<file path="config.mk">
export PLATFORM = sky130hd
export DESIGN_NAME = ptp_unit_index_status_regs
export DESIGN_NICKNAME = d
export VERILOG_FILES = /design/src/common/ptp_regs_pkg.sv /design/src/logic/ptp_unit_index_status_regs.sv /design/src/logic/w1c_flags.sv /design/src/logic/rx_msg_filter.sv
export SDC_FILE = /design/constraint.sdc
export NUM_CORES = 1
export LEC_CHECK = 0
export ABC_AREA = 1
export BUFFER_PORTS_ARGS = -buffer_cell sky130_fd_sc_hd__clkbuf_2
export CELL_PAD_IN_SITES_DETAIL_PLACEMENT = 0
export CELL_PAD_IN_SITES_GLOBAL_PLACEMENT = 1
export CORE_ASPECT_RATIO = 1.25
export CORE_MARGIN = 2
export CORE_UTILIZATION = 33
export DETAILED_ROUTE_END_ITERATION = 8
export GPL_TIMING_DRIVEN = 0
export PLACE_DENSITY = 0.9
export SLEW_MARGIN = 20
export SYNTH_ARGS = -nofsm -noshare
export SYNTH_HDL_FRONTEND = slang
export SYNTH_HIERARCHICAL = 1
export SYNTH_SLANG_ARGS = --single-unit
</file>
<file path="constraint.sdc">
create_clock -name sys_clk -period 2.75 [get_ports sys_clk]
set_clock_uncertainty 0.05 [all_clocks]
set_input_delay 0.1375 -clock sys_clk [delete_from_list [all_inputs] [get_ports sys_clk]]
set_output_delay 0.1375 -clock sys_clk [all_outputs]
set_load 0.02 [all_outputs]
</file>
<file path="src/common/ptp_regs_pkg.sv">
`default_nettype none
package ptp_regs_pkg;
    localparam int          ADDR_W           = 16;
    localparam int          DATA_W           = 32;
    localparam int          NUM_TRIG         = 3;
    localparam int          NUM_STAMP        = 2;
    localparam int          NUM_PIN          = 2;
    localparam int          VER_W            = 4;
    localparam int          DOM_W            = 8;
    localparam int          TSEL_W           = 2;
    // Register byte addresses
    localparam logic [15:0] OFS_DOMAIN_VER   = 16'h0518;
    localparam logic [15:0] OFS_UNIT_INDEX   = 16'h0520;
    localparam logic [15:0] OFS_TRIG_STATUS  = 16'h0524;
    localparam logic [15:0] OFS_WIN_FIRST    = 16'h052C;
    localparam logic [15:0] OFS_WIN_LAST     = 16'h05B3;
    // Field positions
    localparam int          VER_LSB          = 8;
    localparam int          DOM_LSB          = 0;
    localparam int          PIN_SEL_BIT      = 16;
    localparam int          STAMP_SEL_BIT    = 8;
    localparam int          TSEL_LSB         = 0;
    localparam int          TERR_LSB         = 16;
    localparam int          TDONE_LSB        = 0;
    // Writable bits (reserved R/W bits included) and reset values
    localparam logic [31:0] DV_WR_MASK       = 32'h00000FFF;
    localparam logic [31:0] IDX_WR_MASK      = 32'h000F0F03;
    localparam logic [31:0] DV_RST           = 32'h00000200;
    localparam logic [31:0] IDX_RST          = 32'h00000000;
    localparam logic [1:0]  TSEL_RESERVED    = 2'h3;
endpackage : ptp_regs_pkg
`default_nettype wire

</file>
<file path="src/logic/ptp_unit_index_status_regs.sv">
// Contract
// - Four-bit expected version, resets to two
// - Drop messages with mismatched version
// - Eight-bit domain; capture only matching domain
// - Domain ignored when checking disabled
// - Check enabled: forward match, drop mismatch
// - Window reaches only index-selected units
// - Pin selector routes to pin zero/one
// - Stamp selector routes to unit zero/one
// - Trigger selector 0..2; code 11 reserved
// - Late trigger with notify sets error flag
// - Error clears on one or enable-zero
// - Output event with notify sets done
`timescale 1ns/1ps
`default_nettype none
module ptp_unit_index_status_regs
    import ptp_regs_pkg::*;
(
    // Clock and reset
    input  wire logic                            sys_clk,
    input  wire logic                            srst,
    // Management register access
    input  wire logic [ptp_regs_pkg::ADDR_W-1:0] regAddr,
    input  wire logic                            regWrite,
    input  wire logic                            regRead,
    input  wire logic [3:0]                      regByteEn,
    input  wire logic [ptp_regs_pkg::DATA_W-1:0] regWdata,
    output logic      [ptp_regs_pkg::DATA_W-1:0] regRdata,
    output logic                                 regRdValid,
    // Indexed window unit strobes
    output logic      [ptp_regs_pkg::NUM_PIN-1:0]   winPinStb,
    output logic      [ptp_regs_pkg::NUM_STAMP-1:0] winStampStb,
    output logic      [ptp_regs_pkg::NUM_TRIG-1:0]  winTrigStb,
    output logic                                 pinSelect,
    output logic                                 stampSelect,
    output logic      [ptp_regs_pkg::TSEL_W-1:0] trigSelect,
    // Trigger unit events
    input  wire logic [ptp_regs_pkg::NUM_TRIG-1:0] trigNotify,
    input  wire logic [ptp_regs_pkg::NUM_TRIG-1:0] trigLate,
    input  wire logic [ptp_regs_pkg::NUM_TRIG-1:0] trigFired,
    input  wire logic [ptp_regs_pkg::NUM_TRIG-1:0] trigEnWrZero,
    output logic                                 trigErrIrq,
    output logic                                 trigDoneIrq,
    // Received message filter
    input  wire logic                            domainCheckEn,
    input  wire logic                            rxValid,
    input  wire logic [ptp_regs_pkg::VER_W-1:0]  rxVersion,
    input  wire logic [ptp_regs_pkg::DOM_W-1:0]  rxDomain,
    output logic                                 rxDecValid,
    output logic                                 rxCapture,
    output logic                                 rxForwardHost,
    output logic                                 rxDrop
);
    import ptp_regs_pkg::*;

    logic [DATA_W-1:0]   domVer_q;
    logic [DATA_W-1:0]   unitIdx_q;
    logic [DATA_W-1:0]   rdata_q;
    logic [DATA_W-1:0]   rdata_d;
    logic                rdValid_q;
    logic [DATA_W-1:0]   byteMask;
    logic                hitDomVer;
    logic                hitIdx;
    logic                hitStatus;
    logic                hitWindow;
    logic                winAccess;
    logic [NUM_TRIG-1:0] errSet;
    logic [NUM_TRIG-1:0] errClr;
    logic [NUM_TRIG-1:0] doneSet;
    logic [NUM_TRIG-1:0] doneClr;
    logic [NUM_TRIG-1:0] errFlags;
    logic [NUM_TRIG-1:0] doneFlags;
    logic [NUM_TRIG-1:0] statClrErr;
    logic [NUM_TRIG-1:0] statClrDone;
    logic [VER_W-1:0]    expVersion;
    logic [DOM_W-1:0]    expDomain;

    // Expand byte enables into a bit mask
    function automatic logic [DATA_W-1:0] lane_mask(input logic [3:0] be);
        logic [DATA_W-1:0] m;
        m = '0;
        for (int i = 0; i < 4; i++)
            m[i*8 +: 8] = {8{be[i]}};
        return m;
    endfunction : lane_mask

    // Merge a write into a register honouring lanes and writable bits
    function automatic logic [DATA_W-1:0] merge_wr(
        input logic [DATA_W-1:0] old,
        input logic [DATA_W-1:0] wdata,
        input logic [DATA_W-1:0] lanes,
        input logic [DATA_W-1:0] wmask
    );
        logic [DATA_W-1:0] upd;
        upd = lanes & wmask;
        return (old & ~upd) | (wdata & upd);
    endfunction : merge_wr

    // One-hot decode of a unit pointer; out-of-range codes select nothing
    function automatic logic [NUM_TRIG-1:0] unit_onehot(input logic [TSEL_W-1:0] sel,
                                                        input int n);
        logic [NUM_TRIG-1:0] oh;
        oh = '0;
        for (int i = 0; i < NUM_TRIG; i++)
            if (i < n && int'(sel) == i)
                oh[i] = 1'b1;
        return oh;
    endfunction : unit_onehot

    assign byteMask  = lane_mask(regByteEn);
    assign hitDomVer = (regAddr[ADDR_W-1:2] == OFS_DOMAIN_VER[ADDR_W-1:2]);
    assign hitIdx    = (regAddr[ADDR_W-1:2] == OFS_UNIT_INDEX[ADDR_W-1:2]);
    assign hitStatus = (regAddr[ADDR_W-1:2] == OFS_TRIG_STATUS[ADDR_W-1:2]);
    assign hitWindow = (regAddr >= OFS_WIN_FIRST) && (regAddr <= OFS_WIN_LAST);
    assign winAccess = hitWindow && (regWrite || regRead);

    always_ff @(posedge sys_clk)
    begin
        if (srst)
            domVer_q <= DV_RST;
        else if (regWrite && hitDomVer)
            domVer_q <= merge_wr(domVer_q, regWdata, byteMask, DV_WR_MASK);
    end

    always_ff @(posedge sys_clk)
    begin
        if (srst)
            unitIdx_q <= IDX_RST;
        else if (regWrite && hitIdx)
            unitIdx_q <= merge_wr(unitIdx_q, regWdata, byteMask, IDX_WR_MASK);
    end

    assign expVersion  = domVer_q[VER_LSB +: VER_W];
    assign expDomain   = domVer_q[DOM_LSB +: DOM_W];
    assign pinSelect   = unitIdx_q[PIN_SEL_BIT];
    assign stampSelect = unitIdx_q[STAMP_SEL_BIT];
    assign trigSelect  = unitIdx_q[TSEL_LSB +: TSEL_W];

    // Window strobes: only the selected unit sees the access
    assign winPinStb   = winAccess ? NUM_PIN'(unit_onehot({1'b0, pinSelect}, NUM_PIN))
                                   : '0;
    assign winStampStb = winAccess ? NUM_STAMP'(unit_onehot({1'b0, stampSelect}, NUM_STAMP))
                                   : '0;
    assign winTrigStb  = winAccess ? unit_onehot(trigSelect, NUM_TRIG) : '0;

    // Status flag events and clears
    assign errSet      = trigNotify & trigLate;
    assign doneSet     = trigNotify & trigFired;
    assign statClrErr  = (regWrite && hitStatus)
                         ? (regWdata[TERR_LSB +: NUM_TRIG] & byteMask[TERR_LSB +: NUM_TRIG])
                         : '0;
    assign statClrDone = (regWrite && hitStatus)
                         ? (regWdata[TDONE_LSB +: NUM_TRIG] & byteMask[TDONE_LSB +: NUM_TRIG])
                         : '0;
    assign errClr      = statClrErr | trigEnWrZero;
    assign doneClr     = statClrDone;

    w1c_flags #(
        .W (NUM_TRIG)
    ) u_err_flags (
        .sys_clk (sys_clk),
        .srst    (srst),
        .setEv   (errSet),
        .clrEv   (errClr),
        .flags   (errFlags)
    );

    w1c_flags #(
        .W (NUM_TRIG)
    ) u_done_flags (
        .sys_clk (sys_clk),
        .srst    (srst),
        .setEv   (doneSet),
        .clrEv   (doneClr),
        .flags   (doneFlags)
    );

    assign trigErrIrq  = |errFlags;
    assign trigDoneIrq = |doneFlags;

    // Read mux; bits outside the write masks and unmapped addresses read zero
    always_comb
    begin
        rdata_d = '0;
        if (hitDomVer)
            rdata_d = domVer_q & DV_WR_MASK;
        else if (hitIdx)
            rdata_d = unitIdx_q & IDX_WR_MASK;
        else if (hitStatus)
        begin
            rdata_d[TERR_LSB +: NUM_TRIG]  = errFlags;
            rdata_d[TDONE_LSB +: NUM_TRIG] = doneFlags;
        end
    end

    always_ff @(posedge sys_clk)
    begin
        if (srst)
            rdata_q <= '0;
        else if (regRead)
            rdata_q <= rdata_d;
    end

    always_ff @(posedge sys_clk)
    begin
        if (srst)
            rdValid_q <= 1'b0;
        else
            rdValid_q <= regRead && !hitWindow;
    end

    assign regRdata   = rdata_q;
    assign regRdValid = rdValid_q;

    rx_msg_filter u_rx_filter (
        .sys_clk       (sys_clk),
        .srst          (srst),
        .expVersion    (expVersion),
        .expDomain     (expDomain),
        .domainCheckEn (domainCheckEn),
        .rxValid       (rxValid),
        .rxVersion     (rxVersion),
        .rxDomain      (rxDomain),
        .rxDecValid    (rxDecValid),
        .rxCapture     (rxCapture),
        .rxForwardHost (rxForwardHost),
        .rxDrop        (rxDrop)
    );
endmodule : ptp_unit_index_status_regs
`default_nettype wire

</file>
<file path="src/logic/w1c_flags.sv">
`timescale 1ns/1ps
`default_nettype none
module w1c_flags #(
    parameter int W = 3
) (
    // Clock and reset
    input  wire logic         sys_clk,
    input  wire logic         srst,
    // Events and clears
    input  wire logic [W-1:0] setEv,
    input  wire logic [W-1:0] clrEv,
    // Flags
    output logic      [W-1:0] flags
);
    logic [W-1:0] flags_q;
    logic [W-1:0] flags_d;

    // Set wins over a clear in the same cycle
    assign flags_d = (flags_q & ~clrEv) | setEv;
    assign flags   = flags_q;

    always_ff @(posedge sys_clk)
    begin
        if (srst)
            flags_q <= '0;
        else
            flags_q <= flags_d;
    end
endmodule : w1c_flags
`default_nettype wire

</file>
<file path="src/logic/rx_msg_filter.sv">
`timescale 1ns/1ps
`default_nettype none
module rx_msg_filter
    import ptp_regs_pkg::*;
(
    // Clock and reset
    input  wire logic                       sys_clk,
    input  wire logic                       srst,
    // Programmed values
    input  wire logic [ptp_regs_pkg::VER_W-1:0] expVersion,
    input  wire logic [ptp_regs_pkg::DOM_W-1:0] expDomain,
    input  wire logic                       domainCheckEn,
    // Received message header
    input  wire logic                       rxValid,
    input  wire logic [ptp_regs_pkg::VER_W-1:0] rxVersion,
    input  wire logic [ptp_regs_pkg::DOM_W-1:0] rxDomain,
    // Decision
    output logic                            rxDecValid,
    output logic                            rxCapture,
    output logic                            rxForwardHost,
    output logic                            rxDrop
);
    import ptp_regs_pkg::*;

    logic verOk;
    logic domOk;
    logic keep;
    logic decValid_q;
    logic keep_q;

    assign verOk = (rxVersion == expVersion);
    assign domOk = !domainCheckEn || (rxDomain == expDomain);
    assign keep  = verOk && domOk;

    always_ff @(posedge sys_clk)
    begin
        if (srst)
            decValid_q <= 1'b0;
        else
            decValid_q <= rxValid;
    end

    always_ff @(posedge sys_clk)
    begin
        if (srst)
            keep_q <= 1'b0;
        else if (rxValid)
            keep_q <= keep;
    end

    assign rxDecValid    = decValid_q;
    assign rxCapture     = decValid_q && keep_q;
    assign rxForwardHost = decValid_q && keep_q;
    assign rxDrop        = decValid_q && !keep_q;
endmodule : rx_msg_filter
`default_nettype wire

</file>
# Word-level counts from Yosys, hierarchy flattened
# Index checks and enable logic that the tools add are counted.
[totals]
register_bits = 105
inputBits = 82
word_cells = 72
[classes]
magnitude_cmp = 2
n_eq_ne = 7
n_mux = 19
bitwise_logic = 19
reduce_logical = 17
[op_table]
columns = ["cell", "n"]
rows = [
  ["$and 32x32->32", 2],
  ["$or 32x32->32", 2],
  ["$eq 14x9->1 const B", 3],
  ["$and 32x12->32", 1],
  ["$and 32x20->32", 1],
  ["$mux 32", 1],
  ["$not 12->32", 1],
  ["$not 20->32", 1],
  ["$mux 3", 7],
  ["$and 3x3->3", 6],
  ["$ge 16x11->1 const B", 1],
  ["$le 16x11->1 const B", 1],
  ["$logic_and 1x1->1", 9],
  ["$mux 9", 1],
  ["$or 3x3->3", 3],
  ["$eq 8x8->1", 1],
  ["$mux 1", 8],
  ["$not 3->3", 2],
  ["$reduce_or 3->1", 2],
  ["$eq 2x2->1 const B", 2],
  ["$eq 4x4->1", 1],
  ["$mux 2", 2],
  ["$logic_not 1->1", 3],
  ["$logic_not 2->1", 1],
  ["$logic_or 1x1->1", 2],
]

# Depth between registers and ports, before layout
[logic_depth]
depth_word = 7
ltp_mapped = 12
ltp_nobuf = 11

# Cells and area by module
# The synthesis kept the hierarchy.
[by_module_without_submodules]
columns = ["module", "n_inst", "cells_each", "area_per_inst_um2", "seq_area_each_um2"]
rows = [
  ["ptp_unit_index_status_regs", 1, 333, 2153.3, 780.7],
  ["rx_msg_filter", 1, 62, 301.5, 40.0],
  ["w1c_flags", 2, 15, 108.9, 60.1],
]

# Least setup slack after synthesis
# Ideal clock, no wire load.
[synth_path]
kind = "input to output"
from = "in regAddr[13] (netlist bit)"
to = "out winTrigStb[1] (netlist bit)"
t_arrival_ns = 1.220
required_ns = 2.562
setup_slack_ns = 1.343
stages = 5
path_buffers = 0
cell_sequence = "nor2_1 -> nand4_1 -> a21oi_1 -> nand3_1 -> nor3_1"
[synth_via]
elab_chain_len = 4
[synth_lines]
columns = ["item", "line", "rtl"]
rows = [
  ["from (decl)", "ptp_unit_index_status_regs.sv:23", "input wire logic [ptp_regs_pkg::ADDR_W-1:0] regAddr,"],
  ["$ge 16x11->1 or $le 16x11->1 (tied branches)", "ptp_unit_index_status_regs.sv:114", "assign hitWindow = (regAddr >= OFS_WIN_FIRST) && (regAddr <= OFS_WIN_LAST);"],
  ["$logic_and 1x1->1 (*)", "ptp_unit_index_status_regs.sv:114", ""],
  ["$logic_and 1x1->1 (*)", "ptp_unit_index_status_regs.sv:115", "assign winAccess = hitWindow && (regWrite || regRead);"],
  ["$mux 3 (*)", "ptp_unit_index_status_regs.sv:144", "assign winTrigStb = winAccess ? unit_onehot(trigSelect, NUM_TRIG) : '0;"],
  ["to (decl)", "ptp_unit_index_status_regs.sv:33", "output logic [ptp_regs_pkg::NUM_TRIG-1:0] winTrigStb,"],
]
# Every way passes the cells marked *; elsewhere a longest branch is shown, timed or not.

# Final worst setup path
[layout_path]
from = "in regAddr[9] (netlist bit)"
to = "out winTrigStb[1] (netlist bit)"
# The elaborated chain is that of the path after synthesis.

==> impl.org <==
** Run status
- Result of the run :: finished, final reports clean

** Critical path
- Traced cell by cell, the critical path runs through clkbuf_2 > nor2_1 > nand4_1 > a21oi_1 > nand3_1 > nor3_1 > clkbuf_2.
- Max incr delay on CP :: 280 ps
- CP startpoint kind :: primary input
- The cell that appears most often on the critical path is clkbuf_2.
- Critical Path Sink Type :: output pin
- The worst setup path is of the primary input to output pin kind.
- Worst path required time :: 2560 ps
- STA puts the critical path data arrival time at 1470 ps.
- Crit path max-delay cell type :: nand3_1
- The cell family contributing the most delay on the critical path is simple AND/OR/NAND/NOR gates.
- Along the worst path, the maximum fanout reaches 5.
- The critical path contains buffers and inverters numbering 2 combined.

** Route
- Using the TritonRoute via totals, the vias-per-cell ratio works out to 4.466.
- For this run, the detailed router's first-pass iteration total came to 4.
- WL per Instance :: 10.95 um
- Routed signal wires occupy layers up through met4.
- Total routed wire length on the met1 layer :: 2.957 mm
- The routed design uses 370 um of met3 wire.
- Remaining number of nets flagged by the antenna check after routing :: 0
- For this block, the initial DRC count from the detailed router was 113.
- The detailed router placed 2854 vias in this run.
- The final layout contains routed wiring with a total length of 6.995 mm.
- The routed design uses 3.556 mm of met2 wire.
- Remaining design rule violation count :: 0

** Global route
- The via count of the first global-routing pass is 2619.
- Entering global routing, the biggest net connects 14 pins.
- Global-route usage over all layers :: 16.21%
- Initial antenna violation count :: 0
- The first global-routing pass estimated 11.76 mm of wire.
- For this run the aggregate overflow at the end of global routing stands at 0.

** Place
- Final weighted congestion of routability-driven global placement :: 0.8687
- Placed wire-length estimate :: 5.781 mm
- Input and output buffers added on the ports amount to 96.

** CTS
- Buffers inserted during clock tree synthesis total 5.
- # clock sinks :: 47
- Clock tree from TritonCTS :: done
- Maximum number of buffers from clock root to sink :: 2
- After clock tree synthesis, the clock-pin slew on the worst setup and hold paths is 80 ps.
- The tree is rooted in a clkbuf_8.
- H-tree levels :: 2
- Cells resized by post-CTS repair :: 0
- Number of setup buffers added after CTS :: 0
- Clk_lat worst skew :: 290 ps
- In this run, post-CTS hold repair placed 0 buffers.

** Pwr
- Total power :: 1.372 mW
- Worst-case vdd ir drop :: 0.2144 mV
- Pwr Density :: 400.2 mW/mm^2
- In this run the static leakage power is 1.819 nW.

** Yosys
- Of all cell types, the one taking the most synthesized area is dfxtp_1.
- In this run the cell area of the synthesized design comes to 0.002673 mm^2.
- Number of warning messages in the yosys log :: 6
- In this run, synthesis produced a sequential element count of 47.
- Async set or reset register ratio after synthesis :: 0%
- The most used flip-flop cell after synthesis is dfxtp_1.
- The average instance in the mapped netlist occupies 6.288 um^2.
- Top post-synthesis cells by area :: dfxtp_1 35%, nand2_1 13%, nor2_1 11%
- Post-synthesis cell count :: 425
- After synthesis, the netlist uses 30 different library cells.
- Sequential elements use 35.21% of the synthesized area.
- After synthesis, the largest area contributor takes up 35.21% of total cell area.
- Yosys mapped a number of flops with a built-in enable equal to 0.

** STA
- After layout, the minimum clock period comes to 1656 ps.
- Setup repair after global routing missed its margin :: no
- Total count of max-transition violations in the final report :: 0
- Final setup violating endpoints :: 0
- Slew headroom :: 60.19%
- In the final timing run, aggregate negative setup slack is 0 ps.
- The number of failing hold endpoints at the final stage came to 0.
- Dividing the final minimum period by the clock period gives 60.24%.
- Based on the critical path, the design can be clocked at up to 603.7 MHz.
- At the pin with the least slew margin, the transition time is 594.9 ps.

** Die
- In this run the standard cell core region covers 0.007838 mm^2.
- Height of the die :: 104.6 um
- Starting Density :: 34.10%
- The die covers 0.008839 mm^2.
- The floorplan has 36 rows.
- In this run the count of I/O pins placed on the die edge is 132.
- The floorplan step set the die width to 84.49 um.

** Final layout
- The sequential cells in the finished layout cover a total of 940.9 um^2.
- Layout cell share with drive strength beyond 1 :: 25.55%
- Most common cell after layout, fill and taps aside :: clkbuf_2
- Synthesis-to-finish area growth :: 28.28%
- Multi-input logic area :: 0.001313 mm^2
- Total of fill cells in the finished design :: 865
- Final Net Count :: 625
- 0 antenna diodes ended up in the layout.
- In the layout the commonest cells are 96 x clkbuf_2, 93 x nand2_1, 81 x nor2_1.

** Job
- Maximum capacitance violations :: 0

** Hold path
- Worst min-delay path class :: primary input to register
==> power breakdown <==
part | total, mW | leakage (nW) | switching, mW | internal, mW
Clock | 0.450 | 0.0515 | 0.220 | 0.230
Sequential | 0.700 | 0.382 | 0.00730 | 0.693
Combinational | 0.222 | 1.39 | 0.133 | 0.0895
==> synth_stat cells (2+ instances only) <==
library cell	n
a21oi_1	17
buf_4	19
clkbuf_1	3
clkinv_1	3
dfxtp_1	47
inv_1	73
nand2_1	93
nand2_2	2
nand3_1	23
nand3_2	3
nand4_1	3
nor2_1	81
nor2_2	2
nor3_1	9
nor3_4	3
o21ai_0	26
o21bai_1	3
xnor2_1	3
==> metrics by stage <==
stage | utilization (%) | instances | cell area, um^2 | setup WS, ps | hold slack [ps]
5_1_grt | 43.74 | 639 | 3428 | 870.9 | 45.97
3_5_place_dp | 42.46 | 631 | 3328 | 1110 | 332.5
4_1_cts | 43.74 | 639 | 3428 | 1100 | 24.79
3_3_place_gp | 42.46 | 631 | 3328 | 1114 | 329.1
2_1_floorplan | - | 440 | 2729 | 1343 | 149.9
6_report | 43.74 | 639 | 3428 | 1094 | 29.26
==> worst min-delay path: cells and delay by family <==
family / cells / cell delay, ps
buffers and inverters: 2 / 130
and+or+nand+nor: 1 / 70
==> routing by layer <==
metal,global-route usage (%),vias up
met3,2.291,9
met1,18.62,1275
met4,4.989,0
met5,0,-
met2,30.43,70
li1,-,1500
==> kinds of logic after synthesis <==
| logic type | count (synthesis) | share of synthesized area (%) |
|---|---|---|
| AO/OA/AOI/OAI | 48 | 9.550 |
| XOR/XNOR | 3 | 0.9833 |
| buffers and inverters | 103 | 17.79 |
| other | 1 | 0.1403 |
| AND/OR/NAND/NOR | 223 | 36.33 |
| flip-flops | 47 | 35.21 |
==> path summary, 6_finish.rpt <==
check / start / endpoint / slack [ps] / cells past startpoint
max: regAddr[9] / winTrigStb[1] / 1090 / 7
min: rxValid / u_rx_filter/rxDecValid / 30 / 3
max reg2reg: register / u_rx_filter/keep_q / 1630 / 7
min reg2reg: u_err_flags/flags[2] / u_err_flags/flags[2] / 420 / 2
==> area by class of cell <==
type	count	area share [%]
Multi-Input combinational cell	290	38.28
Sequential cell	47	27.45
Timing Repair Buffer	96	14.01
Inverter	77	8.431
Buffer	26	5.438
Tap cell	95	3.467
Clock buffer	8	2.920
Power figures use the tool's default switching activity.
